$ cat src/hw/slp_sched_regs.svh
// Register offsets, field positions, reset values and timing counts
// of the sleep and sample scheduler.
// Assumes a 32-bit APB slave with byte addresses and aligned words.
`ifndef SLP_SCHED_REGS_SVH
`define SLP_SCHED_REGS_SVH

`define SLP_ADDR_W 8
`define SLP_ADDR_CTRL 8'h00
`define SLP_ADDR_WAKE 8'h04
`define SLP_ADDR_SLEEP 8'h08
`define SLP_ADDR_IVAL 8'h0C
`define SLP_ADDR_MASK 8'h10
`define SLP_ADDR_STAT 8'h14
`define SLP_ADDR_NSLP 8'h18
`define SLP_ADDR_NWAK 8'h1C

`define SLP_CTRL_MODE_LSB 0
`define SLP_CTRL_MODE_W 4
`define SLP_CTRL_FLOW_BIT 4
`define SLP_CTRL_AWAKE_BIT 5
`define SLP_CTRL_API_BIT 6
`define SLP_CTRL_COORD_BIT 7

`define SLP_STAT_AWAKE_BIT 0
`define SLP_STAT_SYNC_BIT 1
`define SLP_STAT_STATE_LSB 2
`define SLP_STAT_RQ_BIT 4

`define SLP_RST_MODE 4'h0
`define SLP_RST_WAKE 16'h0064
`define SLP_RST_SLEEP 16'h00C8
`define SLP_RST_IVAL 16'h0000
`define SLP_RST_MASK 13'h0000
`define SLP_RST_CTRL_BIT 1'b0

`define SLP_CLK_NS 4
`define SLP_MS_NS 1000000
`define SLP_MS_CYCLES (`SLP_MS_NS / `SLP_CLK_NS)
`define SLP_POLL_MS 16'h0000

`endif

$ cat src/hw/slp_sched_pkg.sv
// Types shared by the sleep and sample scheduler.
// Assumes nothing beyond a SystemVerilog compiler.
`default_nettype none
package slp_sched_pkg;

    typedef enum logic [3:0] {
        MODE_NORMAL = 4'h0,
        MODE_PIN = 4'h1,
        MODE_CYCLIC = 4'h4,
        MODE_CYC_PIN = 4'h5,
        MODE_SUPPORT = 4'h7,
        MODE_SYNC_CYC = 4'h8
    } sleep_mode_t;

    // Gray order along ACTIVE, DRAIN, SLEEP.
    typedef enum logic [1:0] {
        ST_ACTIVE = 2'h0,
        ST_DRAIN = 2'h1,
        ST_SLEEP = 2'h3
    } pwr_state_t;

endpackage
`default_nettype wire

$ cat src/hw/slp_sched.sv
// Power state controller and I/O sample scheduler with an APB slave.
// Assumes one 250 MHz clock, a host-driven sleep request pin and
// one-cycle event pulses from the radio and serial logic.
//
// The placing of the registers and the APB slave port are this design's own decisions.
`timescale 1ns/100ps
`default_nettype none
`include "slp_sched_regs.svh"
module slp_sched
    import slp_sched_pkg::*;
#(
    parameter int MS_CYCLES = `SLP_MS_CYCLES,
    parameter int DIO_W = 13
) (
    // Clock and reset
    input wire logic I_SYS_CLK,
    input wire logic I_SYS_RST,
    // APB slave
    input wire logic I_PSEL,
    input wire logic I_PENABLE,
    input wire logic I_PWRITE,
    input wire logic [`SLP_ADDR_W-1:0] I_PADDR,
    input wire logic [31:0] I_PWDATA,
    output logic [31:0] O_PRDATA,
    output logic O_PREADY,
    output logic O_PSLVERR,
    // Pins
    input wire logic I_SLEEP_REQUEST_PIN,
    input wire logic [DIO_W-1:0] I_DIO,
    output logic O_AWAKE,
    output logic O_CTS_N,
    // Radio and serial events
    input wire logic I_BUSY,
    input wire logic I_SER_RX,
    input wire logic I_RF_RX,
    input wire logic I_SYNC_RX,
    input wire logic I_SYNC_FROM_SLEEPER,
    input wire logic [15:0] I_SYNC_SLEEP_MS,
    input wire logic [15:0] I_SYNC_WAKE_MS,
    input wire logic I_JOIN_REQ,
    input wire logic I_SAMPLE_RX,
    // Power and traffic control
    output logic O_SLEEPING,
    output logic O_RX_EN,
    output logic O_DATA_TX_OK,
    output logic O_ROUTE_OK,
    // Event pulses
    output logic O_SYNC_TX,
    output logic O_SYNC_RELAY,
    output logic O_SYNC_POLL,
    output logic O_SAMPLE_REQ,
    output logic O_SAMPLE_CHG,
    output logic O_SAMPLE_FWD,
    output logic O_SAMPLE_DROP
);

    localparam int TW = $clog2(MS_CYCLES + 1);
    localparam logic [TW-1:0] TICK_LAST = TW'(MS_CYCLES - 1);

    generate
        if (MS_CYCLES < 1 || DIO_W < 1 || DIO_W > 16) begin : g_bad
            $error("slp_sched: unsupported parameter values");
        end
    endgenerate

    // Modes whose power state is run by the wake and sleep timers.
    function automatic logic is_timed(input logic [3:0] m);
        return m == MODE_CYCLIC || m == MODE_CYC_PIN ||
            m == MODE_SUPPORT || m == MODE_SYNC_CYC;
    endfunction

    // Modes that track the synchronous network schedule.
    function automatic logic is_sync(input logic [3:0] m);
        return m == MODE_NORMAL || m == MODE_SUPPORT ||
            m == MODE_SYNC_CYC;
    endfunction

    ////////////////////////////////////////////////////////////////////
    // Configuration registers
    ////////////////////////////////////////////////////////////////////

    logic [3:0] mode_q;
    logic flow_en_q;
    logic awake_en_q;
    logic api_en_q;
    logic coord_q;
    logic [15:0] wake_set_q;
    logic [15:0] sleep_set_q;
    logic [15:0] ival_q;
    logic [DIO_W-1:0] mask_q;
    logic [31:0] rdata_q;

    wire apb_setup = I_PSEL && !I_PENABLE;
    wire apb_wr = I_PSEL && I_PENABLE && I_PWRITE;
    wire sel_ctrl = I_PADDR == `SLP_ADDR_CTRL;
    wire sel_wake = I_PADDR == `SLP_ADDR_WAKE;
    wire sel_sleep = I_PADDR == `SLP_ADDR_SLEEP;
    wire sel_ival = I_PADDR == `SLP_ADDR_IVAL;
    wire sel_mask = I_PADDR == `SLP_ADDR_MASK;
    wire sel_stat = I_PADDR == `SLP_ADDR_STAT;
    wire sel_nslp = I_PADDR == `SLP_ADDR_NSLP;
    wire sel_nwak = I_PADDR == `SLP_ADDR_NWAK;
    wire sel_any = sel_ctrl || sel_wake || sel_sleep || sel_ival ||
        sel_mask || sel_stat || sel_nslp || sel_nwak;

    always_ff @(posedge I_SYS_CLK or posedge I_SYS_RST) begin
        if (I_SYS_RST) begin
            mode_q <= `SLP_RST_MODE;
            flow_en_q <= `SLP_RST_CTRL_BIT;
            awake_en_q <= `SLP_RST_CTRL_BIT;
            api_en_q <= `SLP_RST_CTRL_BIT;
            coord_q <= `SLP_RST_CTRL_BIT;
        end else if (apb_wr && sel_ctrl) begin
            mode_q <= I_PWDATA[`SLP_CTRL_MODE_LSB +: `SLP_CTRL_MODE_W];
            flow_en_q <= I_PWDATA[`SLP_CTRL_FLOW_BIT];
            awake_en_q <= I_PWDATA[`SLP_CTRL_AWAKE_BIT];
            api_en_q <= I_PWDATA[`SLP_CTRL_API_BIT];
            coord_q <= I_PWDATA[`SLP_CTRL_COORD_BIT];
        end
    end

    always_ff @(posedge I_SYS_CLK or posedge I_SYS_RST) begin
        if (I_SYS_RST) begin
            wake_set_q <= `SLP_RST_WAKE;
            sleep_set_q <= `SLP_RST_SLEEP;
            ival_q <= `SLP_RST_IVAL;
            mask_q <= DIO_W'(`SLP_RST_MASK);
        end else if (apb_wr) begin
            if (sel_wake) wake_set_q <= I_PWDATA[15:0];
            if (sel_sleep) sleep_set_q <= I_PWDATA[15:0];
            if (sel_ival) ival_q <= I_PWDATA[15:0];
            if (sel_mask) mask_q <= I_PWDATA[DIO_W-1:0];
        end
    end

    ////////////////////////////////////////////////////////////////////
    // Pins, millisecond tick and synchronisation state
    ////////////////////////////////////////////////////////////////////

    logic rq_s;
    logic [DIO_W-1:0] dio_s;

    slp_pin_sync #(.W(1 + DIO_W)) i_slp_pin_sync (
        .i_clk(I_SYS_CLK),
        .i_rst(I_SYS_RST),
        .i_pin({I_SLEEP_REQUEST_PIN, I_DIO}),
        .o_level({rq_s, dio_s})
    );

    logic [TW-1:0] tick_cnt_q;
    wire ms_tick = tick_cnt_q == TICK_LAST;

    always_ff @(posedge I_SYS_CLK or posedge I_SYS_RST) begin
        if (I_SYS_RST) tick_cnt_q <= '0;
        else tick_cnt_q <= ms_tick ? '0 : tick_cnt_q + 1'b1;
    end

    pwr_state_t state_q;
    pwr_state_t state_d;
    logic synced_q;
    logic [15:0] net_sleep_q;
    logic [15:0] net_wake_q;

    wire asleep = state_q == ST_SLEEP;
    wire sync_take = I_SYNC_RX && is_sync(mode_q) && !asleep;

    // Synchronised nodes run on the network's times; the local
    // settings only carry an unsynchronised node to its first sync.
    always_ff @(posedge I_SYS_CLK or posedge I_SYS_RST) begin
        if (I_SYS_RST) begin
            synced_q <= 1'b0;
            net_sleep_q <= '0;
            net_wake_q <= '0;
        end else if (sync_take) begin
            synced_q <= 1'b1;
            net_sleep_q <= I_SYNC_SLEEP_MS;
            net_wake_q <= I_SYNC_WAKE_MS;
        end else if (!is_sync(mode_q)) begin
            synced_q <= 1'b0;
        end
    end

    wire use_net = synced_q && is_sync(mode_q);
    wire [15:0] wake_len = use_net ? net_wake_q : wake_set_q;
    wire [15:0] sleep_len = use_net ? net_sleep_q : sleep_set_q;

    ////////////////////////////////////////////////////////////////////
    // Power state machine and timers
    ////////////////////////////////////////////////////////////////////

    logic [15:0] wake_cnt_q;
    logic [15:0] sleep_cnt_q;

    wire async_cyc = mode_q == MODE_CYCLIC || mode_q == MODE_CYC_PIN;
    wire pin_hold = mode_q == MODE_CYC_PIN && !rq_s;
    wire data_evt = (I_SER_RX || I_RF_RX) && !asleep;
    wire wake_start = asleep && state_d == ST_ACTIVE;
    wire sleep_start = state_q == ST_DRAIN && state_d == ST_SLEEP;

    always_comb begin
        state_d = state_q;
        case (state_q)
            ST_ACTIVE: begin
                if (mode_q == MODE_PIN && rq_s) begin
                    state_d = ST_DRAIN;
                end else if (is_timed(mode_q) && !pin_hold &&
                    wake_cnt_q == '0 && !data_evt) begin
                    state_d = ST_DRAIN;
                end
            end
            ST_DRAIN: begin
                if (mode_q == MODE_PIN && !rq_s) begin
                    state_d = ST_ACTIVE;
                end else if (!(is_timed(mode_q) || mode_q == MODE_PIN) ||
                    pin_hold || (async_cyc && data_evt)) begin
                    state_d = ST_ACTIVE;
                end else if (!I_BUSY) begin
                    state_d = ST_SLEEP;
                end
            end
            ST_SLEEP: begin
                if (mode_q == MODE_PIN) begin
                    if (!rq_s) state_d = ST_ACTIVE;
                end else if (pin_hold) begin
                    state_d = ST_ACTIVE;
                end else if (!is_timed(mode_q)) begin
                    state_d = ST_ACTIVE;
                end else if (sleep_cnt_q == '0) begin
                    state_d = ST_ACTIVE;
                end
            end
            default: state_d = ST_ACTIVE;
        endcase
    end

    // Asynchronous cyclic wakes only for a poll; synchronous modes wake
    // for the full wake time.
    wire [15:0] wake_load = async_cyc ? `SLP_POLL_MS : wake_len;

    always_ff @(posedge I_SYS_CLK or posedge I_SYS_RST) begin
        if (I_SYS_RST) begin
            state_q <= ST_ACTIVE;
            wake_cnt_q <= '0;
            sleep_cnt_q <= '0;
        end else begin
            state_q <= state_d;
            if (async_cyc && data_evt) begin
                wake_cnt_q <= wake_set_q;
            end else if (sync_take && mode_q != MODE_NORMAL) begin
                wake_cnt_q <= I_SYNC_WAKE_MS;
            end else if (wake_start) begin
                wake_cnt_q <= wake_load;
            end else if (ms_tick && wake_cnt_q != '0 && !asleep) begin
                wake_cnt_q <= wake_cnt_q - 1'b1;
            end
            if (sleep_start) begin
                sleep_cnt_q <= sleep_len;
            end else if (ms_tick && sleep_cnt_q != '0 && asleep) begin
                sleep_cnt_q <= sleep_cnt_q - 1'b1;
            end
        end
    end

    // Support nodes walk the schedule to know when the network is awake,
    // but stay powered throughout.
    wire low_power = asleep && mode_q != MODE_SUPPORT;
    wire net_awake = !asleep;

    assign O_SLEEPING = low_power;
    assign O_RX_EN = !low_power;
    assign O_AWAKE = mode_q == MODE_SYNC_CYC ?
        (awake_en_q && !low_power) : !low_power;
    assign O_CTS_N = flow_en_q && low_power;
    assign O_ROUTE_OK = mode_q == MODE_NORMAL || net_awake;
    assign O_DATA_TX_OK = mode_q != MODE_SUPPORT || net_awake;

    ////////////////////////////////////////////////////////////////////
    // Sync messages and I/O sampling
    ////////////////////////////////////////////////////////////////////

    logic sync_tx_q;
    logic relay_q;
    logic poll_q;
    logic smp_req_q;
    logic smp_chg_q;
    logic fwd_q;
    logic drop_q;
    logic [15:0] ival_cnt_q;
    logic [DIO_W-1:0] dio_prev_q;

    wire can_lead = coord_q && (mode_q == MODE_SUPPORT ||
        mode_q == MODE_SYNC_CYC);
    wire sync_lead = can_lead && wake_start;
    wire sync_join = mode_q == MODE_SUPPORT && synced_q && I_JOIN_REQ;
    wire relay_ok = sync_take && (mode_q != MODE_NORMAL ||
        I_SYNC_FROM_SLEEPER);
    wire poll_now = wake_start && mode_q == MODE_SYNC_CYC &&
        !synced_q && !coord_q;
    wire ival_hit = ival_q != '0 && ms_tick &&
        ival_cnt_q + 16'h0001 >= ival_q;
    wire chg_hit = |((dio_s ^ dio_prev_q) & mask_q);

    always_ff @(posedge I_SYS_CLK or posedge I_SYS_RST) begin
        if (I_SYS_RST) begin
            ival_cnt_q <= '0;
            dio_prev_q <= '0;
        end else begin
            dio_prev_q <= dio_s;
            if (ival_q == '0 || low_power || ival_hit) begin
                ival_cnt_q <= '0;
            end else if (ms_tick) begin
                ival_cnt_q <= ival_cnt_q + 1'b1;
            end
        end
    end

    always_ff @(posedge I_SYS_CLK or posedge I_SYS_RST) begin
        if (I_SYS_RST) begin
            sync_tx_q <= 1'b0;
            relay_q <= 1'b0;
            poll_q <= 1'b0;
            smp_req_q <= 1'b0;
            smp_chg_q <= 1'b0;
            fwd_q <= 1'b0;
            drop_q <= 1'b0;
        end else begin
            sync_tx_q <= sync_lead || sync_join;
            relay_q <= relay_ok;
            poll_q <= poll_now;
            smp_req_q <= ival_hit && !low_power;
            smp_chg_q <= chg_hit && !low_power;
            fwd_q <= I_SAMPLE_RX && api_en_q;
            drop_q <= I_SAMPLE_RX && !api_en_q;
        end
    end

    assign O_SYNC_TX = sync_tx_q;
    assign O_SYNC_RELAY = relay_q;
    assign O_SYNC_POLL = poll_q;
    assign O_SAMPLE_REQ = smp_req_q;
    assign O_SAMPLE_CHG = smp_chg_q;
    assign O_SAMPLE_FWD = fwd_q;
    assign O_SAMPLE_DROP = drop_q;

    ////////////////////////////////////////////////////////////////////
    // APB read path
    ////////////////////////////////////////////////////////////////////

    wire [31:0] ctrl_rd = {24'h000000, coord_q, api_en_q, awake_en_q,
        flow_en_q, mode_q};
    wire [31:0] stat_rd = {27'h0000000, rq_s, state_q, synced_q,
        !low_power};
    wire [31:0] rd_mux =
        sel_ctrl ? ctrl_rd :
        sel_wake ? {16'h0000, wake_set_q} :
        sel_sleep ? {16'h0000, sleep_set_q} :
        sel_ival ? {16'h0000, ival_q} :
        sel_mask ? {{(32 - DIO_W){1'b0}}, mask_q} :
        sel_stat ? stat_rd :
        sel_nslp ? {16'h0000, net_sleep_q} :
        sel_nwak ? {16'h0000, net_wake_q} : 32'h00000000;

    // Read data is captured in the setup phase so the access phase
    // completes without wait states.
    always_ff @(posedge I_SYS_CLK or posedge I_SYS_RST) begin
        if (I_SYS_RST) rdata_q <= '0;
        else if (apb_setup) rdata_q <= rd_mux;
    end

    assign O_PRDATA = rdata_q;
    assign O_PREADY = 1'b1;
    assign O_PSLVERR = I_PSEL && I_PENABLE && !sel_any;
endmodule // slp_sched
`default_nettype wire

$ cat src/hw/slp_pin_sync.sv
// Three-stage pin synchroniser with agreement filter.
// Assumes asynchronous pins; output follows once stages two and three agree.
`timescale 1ns/100ps
`default_nettype none
module slp_pin_sync #(
    parameter int W = 1
) (
    // Clock and reset
    input wire logic i_clk,
    input wire logic i_rst,
    // Pins in, filtered levels out
    input wire logic [W-1:0] i_pin,
    output logic [W-1:0] o_level
);

    logic [W-1:0] s1_q;
    logic [W-1:0] s2_q;
    logic [W-1:0] s3_q;
    logic [W-1:0] lvl_q;

    genvar g;
    generate
        for (g = 0; g < W; g++) begin : g_bit
            always_ff @(posedge i_clk or posedge i_rst) begin
                if (i_rst) begin
                    s1_q[g] <= 1'b0;
                    s2_q[g] <= 1'b0;
                    s3_q[g] <= 1'b0;
                    lvl_q[g] <= 1'b0;
                end else begin
                    s1_q[g] <= i_pin[g];
                    s2_q[g] <= s1_q[g];
                    s3_q[g] <= s2_q[g];
                    if (s2_q[g] == s3_q[g]) begin
                        lvl_q[g] <= s3_q[g];
                    end
                end
            end
        end
    endgenerate

    assign o_level = lvl_q;

endmodule // slp_pin_sync
`default_nettype wire

$ cat config.mk
export PLATFORM = sky130hd
export DESIGN_NAME = slp_sched
export DESIGN_NICKNAME = d
export VERILOG_FILES = /design/src/hw/slp_sched_pkg.sv /design/src/hw/slp_sched.sv /design/src/hw/slp_pin_sync.sv
export VERILOG_INCLUDE_DIRS = /design/src /design/src/hw
export SDC_FILE = /design/constraint.sdc
export NUM_CORES = 1
export LEC_CHECK = 0
export BUFFER_PORTS_ARGS = -buffer_cell sky130_fd_sc_hd__buf_2
export CAP_MARGIN = 20
export CORE_MARGIN = 3
export CORE_UTILIZATION = 40
export CTS_BUF_LIST = sky130_fd_sc_hd__clkbuf_2
export DETAILED_ROUTE_END_ITERATION = 10
export GPL_TIMING_DRIVEN = 0
export RECOVER_POWER = 25
export SLEW_MARGIN = 20
export SYNTH_ARGS = -nofsm -noshare
export SYNTH_HDL_FRONTEND = slang
export SYNTH_HIERARCHICAL = 1
export SYNTH_SLANG_ARGS = --single-unit
$ cat constraint.sdc
create_clock -name I_SYS_CLK -period 8.5 [get_ports I_SYS_CLK]
set_clock_uncertainty 0.2 [all_clocks]
set_input_delay 1.275 -clock I_SYS_CLK [delete_from_list [all_inputs] [get_ports I_SYS_CLK]]
set_output_delay 1.275 -clock I_SYS_CLK [all_outputs]
set_load 0.05 [all_outputs]
# After elaboration in Yosys (flattened, before gate mapping)
# Index checks and enable logic that the tools add are counted.
# word_totals
register_bits	278
in_bits	98
out_inout_bits	47
word_cells	248
# op_classes
add_sub_neg	4
magnitude_cmp	1
eq_ne	32
n_mux	34
bitwise	2
n_reduce_logical	93
# ops
op	count
16-bit 2-to-1 mux	19
16-bit zero test	3
16-bit nonzero test	3
1-bit logical AND	40
8-bit by 5-bit equality test with 1-bit output, second input constant	4
16-bit by 1-bit subtractor with 16-bit output, second input constant	2
1-bit logical OR	23
2-bit 2-to-1 mux	10
18-bit by 1-bit adder with 18-bit output, second input constant	1
18-bit equality test, second input constant	1
18-bit 2-to-1 mux	1
16-bit by 1-bit adder with 16-bit output, second input constant	1
8-bit by 4-bit equality test with 1-bit output, second input constant	2
16-bit >= comparator	1
1-bit equality test	14
13-bit AND	1
13-bit OR reduction	1
13-bit bitwise XOR	1
4-bit by 3-bit equality test with 1-bit output, second input constant	3
1-bit zero test	11
8-bit by 3-bit equality test with 1-bit output, second input constant	1
8-bit zero test	1
2-bit AND reduction	4
4-bit nonzero test	2
other kinds (11)	16

# Longest topological paths before layout
# logic_depth
word_depth	16
ltp_mapped	15
ltp_nobuf	14

# Hierarchy
# Netlist, hierarchy kept.
# modules_own_cells
mod	n_inst	cells_each	area_each_um2	seq_area_each_um2
slp_sched	1	1036	11085.6	5162.5
slp_pin_sync	1	71	1562.7	1401.3

# Least setup slack after synthesis
# Ideal clock, no wire load.
# synth_timing
path_kind	reg2out
start	register mode_q[1]
end	output O_AWAKE
arrival_time_ns	2.310
required_ns	7.025
setup_slack_ns	4.715
path_stages_with_launch	6
n_path_buf	1
path_cell_list	dfrtp_1 > clkbuf_1 > nand4b_1 > nand2_1 > inv_1 > nor2_1
# synth_between
elab_chain_cells	5
elab_cells_between_ends	6
cone_classes	eq/ne: 2; mux: 1; reduce/logical: 3
# synth_rtl
item	line	rtl
start: declaration	slp_sched.sv:82	logic [3:0] mode_q;
start signal: assignment	slp_sched.sv:108	mode_q <= `SLP_RST_MODE;
start signal: assignment	slp_sched.sv:114	mode_q <= I_PWDATA[`SLP_CTRL_MODE_LSB +: `SLP_CTRL_MODE_W];
4-bit by 3-bit != test with 1-bit output *	slp_sched.sv:266	wire low_power = asleep && mode_q != MODE_SUPPORT;
1-bit logical AND *	slp_sched.sv:266	
1-bit zero test *	n/a	
net O_RX_EN	slp_sched.sv:44	output logic O_RX_EN,
1-bit logical AND	slp_sched.sv:272	(awake_en_q && !low_power) : !low_power;
1-bit 2-to-1 mux *	slp_sched.sv:271	assign O_AWAKE = mode_q == MODE_SYNC_CYC ?
end: declaration	slp_sched.sv:30	output logic O_AWAKE,
# The timed path passes the listed nets; every way through them passes the cells marked *.

==> results.md <==
- Run status: complete, but fails checks
- Failing checks: max-capacitance violations, max-slew violations
- Effective utilization at floorplan: 0.409
- Period utilization: 0.634
- Nets: 1,427
- Post-Route Utilization: 0.467
- Overall global routing resource usage: 0.218
- Number of antenna-violating nets in the routed design: 0
- Buffers from clock root to sink, at most: 3
- Leakage dissipation: 6.63 nW
- FF-to-FF setup slack: 4520 ps
- TritonCTS clock tree: done
- Placed Cells: 1,629
- Number of global-route vias before repair: 9,714
- Die width: 184 um
- Detailed placement HPWL: 27.5 mm
- Hold Startpoint: i_slp_pin_sync/s1_q[1]
- Global placement routability congestion: 0.940
- Port-buffer cells: 109
- Cells traversed along the worst timing path: clkbuf_1 > clkinvlp_2 > clkbuf_1
- Slowest cell on the critical path: sky130_fd_sc_hd__clkbuf_1
- Area contributors post-synth: sky130_fd_sc_hd__dfrtp_1, sky130_fd_sc_hd__mux2_2, sky130_fd_sc_hd__mux2i_1
- Largest incremental delay on the critical path: 2710 ps
- Number of buffer and inverter instances along the worst setup path: 3
- Depth of the worst hold-timing path: 0
- Fraction of the yosys area taken by sequential cells: 0.519
- Syn Std Cell Area: 12,600 um^2
- Arrival time at the worst endpoint: 5250 ps
- Height of the die: 184 um
- Boundary pin count: 145
- Reg2reg start: ival_cnt_q[0]
- Post-synth EDFFs: 0
- Leftover overflow at the end of global routing: 0
- Highest clock rate: 186 MHz
- First-pass DRT Iterations: 5
- FF-to-FF path depth: 15
- Cells after Synth: 1,107
- First-pass GRT wire length: 56.1 mm
- Max Slew Vio Count: 166
- WL final: 36.7 mm
- Final setup fails: 0
- Initial antenna violation count: 2
- Critical path start-end classification: in -> async
- Most frequent cell on the critical path: sky130_fd_sc_hd__clkbuf_1
- Area of the multi-input gates: 5690 um^2
- Synthesis-stage register bit count: 262
- Resized Gates After CTS: 0
- HP Class: reg -> reg
- Minimum clock period after layout: 5390 ps
- Hold EP: i_slp_pin_sync/s2_q[1]
- Overall die area: 33,800 um^2
- Dominant synthesized flop cell: sky130_fd_sc_hd__dfrtp_1
- Element type at the critical path start: primary input
- Via density: 5.57
- Clock input transition at the sequential cells of the worst setup and hold paths: 90 ps
- Final Hold Viols: 0
- Number of buffers inserted for hold repair after clock tree synthesis: 0
- Number of distinct standard cells referenced by the synthesized netlist: 74
- Highest ir drop seen on vdd: 0.111 mV
- YS warnings: 6
- Fraction of final layout cells with drive strength greater than 1: 0.283
- Critical path origin: I_SYS_RST
- Average wire per standard cell: 20.9 um
- Area of the core: 30,900 um^2
- Cell Count, Final, Fillers Out: 1,760
- Critical path capture point type: asynchronous set/reset pin
- Area growth from synthesis to layout: 14.1%
- Total DRC errors in the routed layout: 0
- Unrepaired setup endpoints after global routing: no
- Maximum fanout count along the critical path: 68
- Top-area cell type share of the netlist area: 0.506
- Pin count of the biggest net entering global routing: 101
- Leading area contributor after synthesis: sky130_fd_sc_hd__dfrtp_1
- Setup fix buffers added after clock tree synthesis: 0
- Num CTS Buffers: 73
- Vias: 9,809
- Number of maximum-capacitance violations: 3
- Least-Margin Pin Slew: 3760 ps
- Endpoint of the lowest-slack register-to-register path: ival_cnt_q[13]
- Placement Rows: 64
- Clock sink total: 262
- Async set-or-reset flop fraction in the synthesized netlist: 1.00
- Critical path's top delay family: buffers and inverters
- Post-synth top cells: sky130_fd_sc_hd__dfrtp_1, sky130_fd_sc_hd__mux2_2, sky130_fd_sc_hd__nand2_1
- Source-to-sink clock delay at the later pin of the worst-skew pair: 900 ps
- Power per cell area: 186 nW/um^2
- Max-slew headroom at the worst pin: -1.51
- H-Tree Depth: 3
- Filler cell count: 2,992
- Seq. cell area: 6560 um^2
- Most frequent cell after synthesis: sky130_fd_sc_hd__dfrtp_1
- Root cell of the clock tree: sky130_fd_sc_hd__clkbuf_2
- Data required time of the worst path: 8360 ps
- Iteration-0 DRC Markers: 819
- Syn avg cell area: 11.4 um^2
## sequential cells by signal (all words and copies together), names as in the netlist, 2 cells and up
name                    count
i_slp_pin_sync/s3_q        14
i_slp_pin_sync/s2_q        14
O_PRDATA                   16
wake_cnt_q                 16
wake_set_q                 16
sleep_set_q                16
tick_cnt_q                 18
mask_q                     13
dio_prev_q                 13
sleep_cnt_q                16
i_slp_pin_sync/s1_q        14
net_wake_q                 16
ival_cnt_q                 16
mode_q                      4
state_q                     2
i_slp_pin_sync/o_level     14
ival_q                     16
net_sleep_q                16
## metal layers
layer	part of all wire	track usage	wire length [um]	vias to the layer above
met5	0.00030	0	11	-
met4	0.025	0.0786	900	2
met3	0.072	0.0550	2650	63
met2	0.45	0.331	16600	382
met1	0.45	0.306	16600	4896
li1	-	-	-	4466
## area by class of cell
class	instances	area share
sequential	262	0.455
multi-input combinational	763	0.394
timing repair buffer	111	0.0399
clock buffer	107	0.0371
tap	396	0.0343
buffer	65	0.0225
inverter	32	0.00850
clock inverter	23	0.00832
antenna	1	0.000173
## per-stage QoR
stage | worst slack [ps] | hold WS (ps) | total power [mW] | area, um^2 | setup TNS (ps)
CTS | 4210 | 110 | 2.73 | 14500 | 0
finish | 3110 | 154 | 2.69 | 14400 | 0
global route | 2140 | 165 | 2.84 | 14400 | 0
global placement | -1380 | 132 | 1.80 | 13700 | -271050
detailed placement | 4270 | 135 | 1.81 | 13800 | 0
floorplan | 1410 | 131 | 1.67 | 12700 | 0
## cells in the final DEF (no fill, tap or decap), drive strengths merged, types with 29 or more instances in the layout
cell type / instances
xnor2: 29
clkbuf: 143
mux2i: 52
o21ai: 56
inv: 33
mux2: 102
nor2: 51
nand2: 71
nand3: 29
dfrtp: 256
buf: 140
a21oi: 46
## power breakdown
| group | internal [mW] | leakage [nW] | switching (mW) |
|---|---|---|---|
| clock | 0.368 | 0.508 | 0.535 |
| combinational | 0.158 | 2.84 | 0.237 |
| sequential | 1.32 | 3.29 | 0.0702 |
| total | 1.84 | 6.63 | 0.842 |
## cell families (layout without fill, tap and decap cells)
| group | after synthesis | count (layout) | synth area share |
|---|---|---|---|
| other | 2 | 18 | 0.000594 |
| buffers and inverters | 97 | 338 | 0.0351 |
| and+or+nand+nor | 285 | 285 | 0.118 |
| AOI/OAI and AO/OA | 210 | 210 | 0.111 |
| DFF | 262 | 262 | 0.519 |
| xor gates and xnor gates | 55 | 55 | 0.0381 |
| adders and majority gates | 35 | 35 | 0.0332 |
| muxes | 161 | 161 | 0.144 |
## worst max-delay path by stage
stage	end	slack, ps	cells past startpoint
CTS	O_AWAKE	4210	6
global route	sleep_set_q[12]	2140	3
global placement	wake_cnt_q[13]	-1380	2
detailed placement	ival_q[5]	4270	6
floorplan	O_PRDATA[0]	1410	1
finish	sleep_set_q[12]	3110	3
No activity file was read; power rests on OpenSTA's default activity.
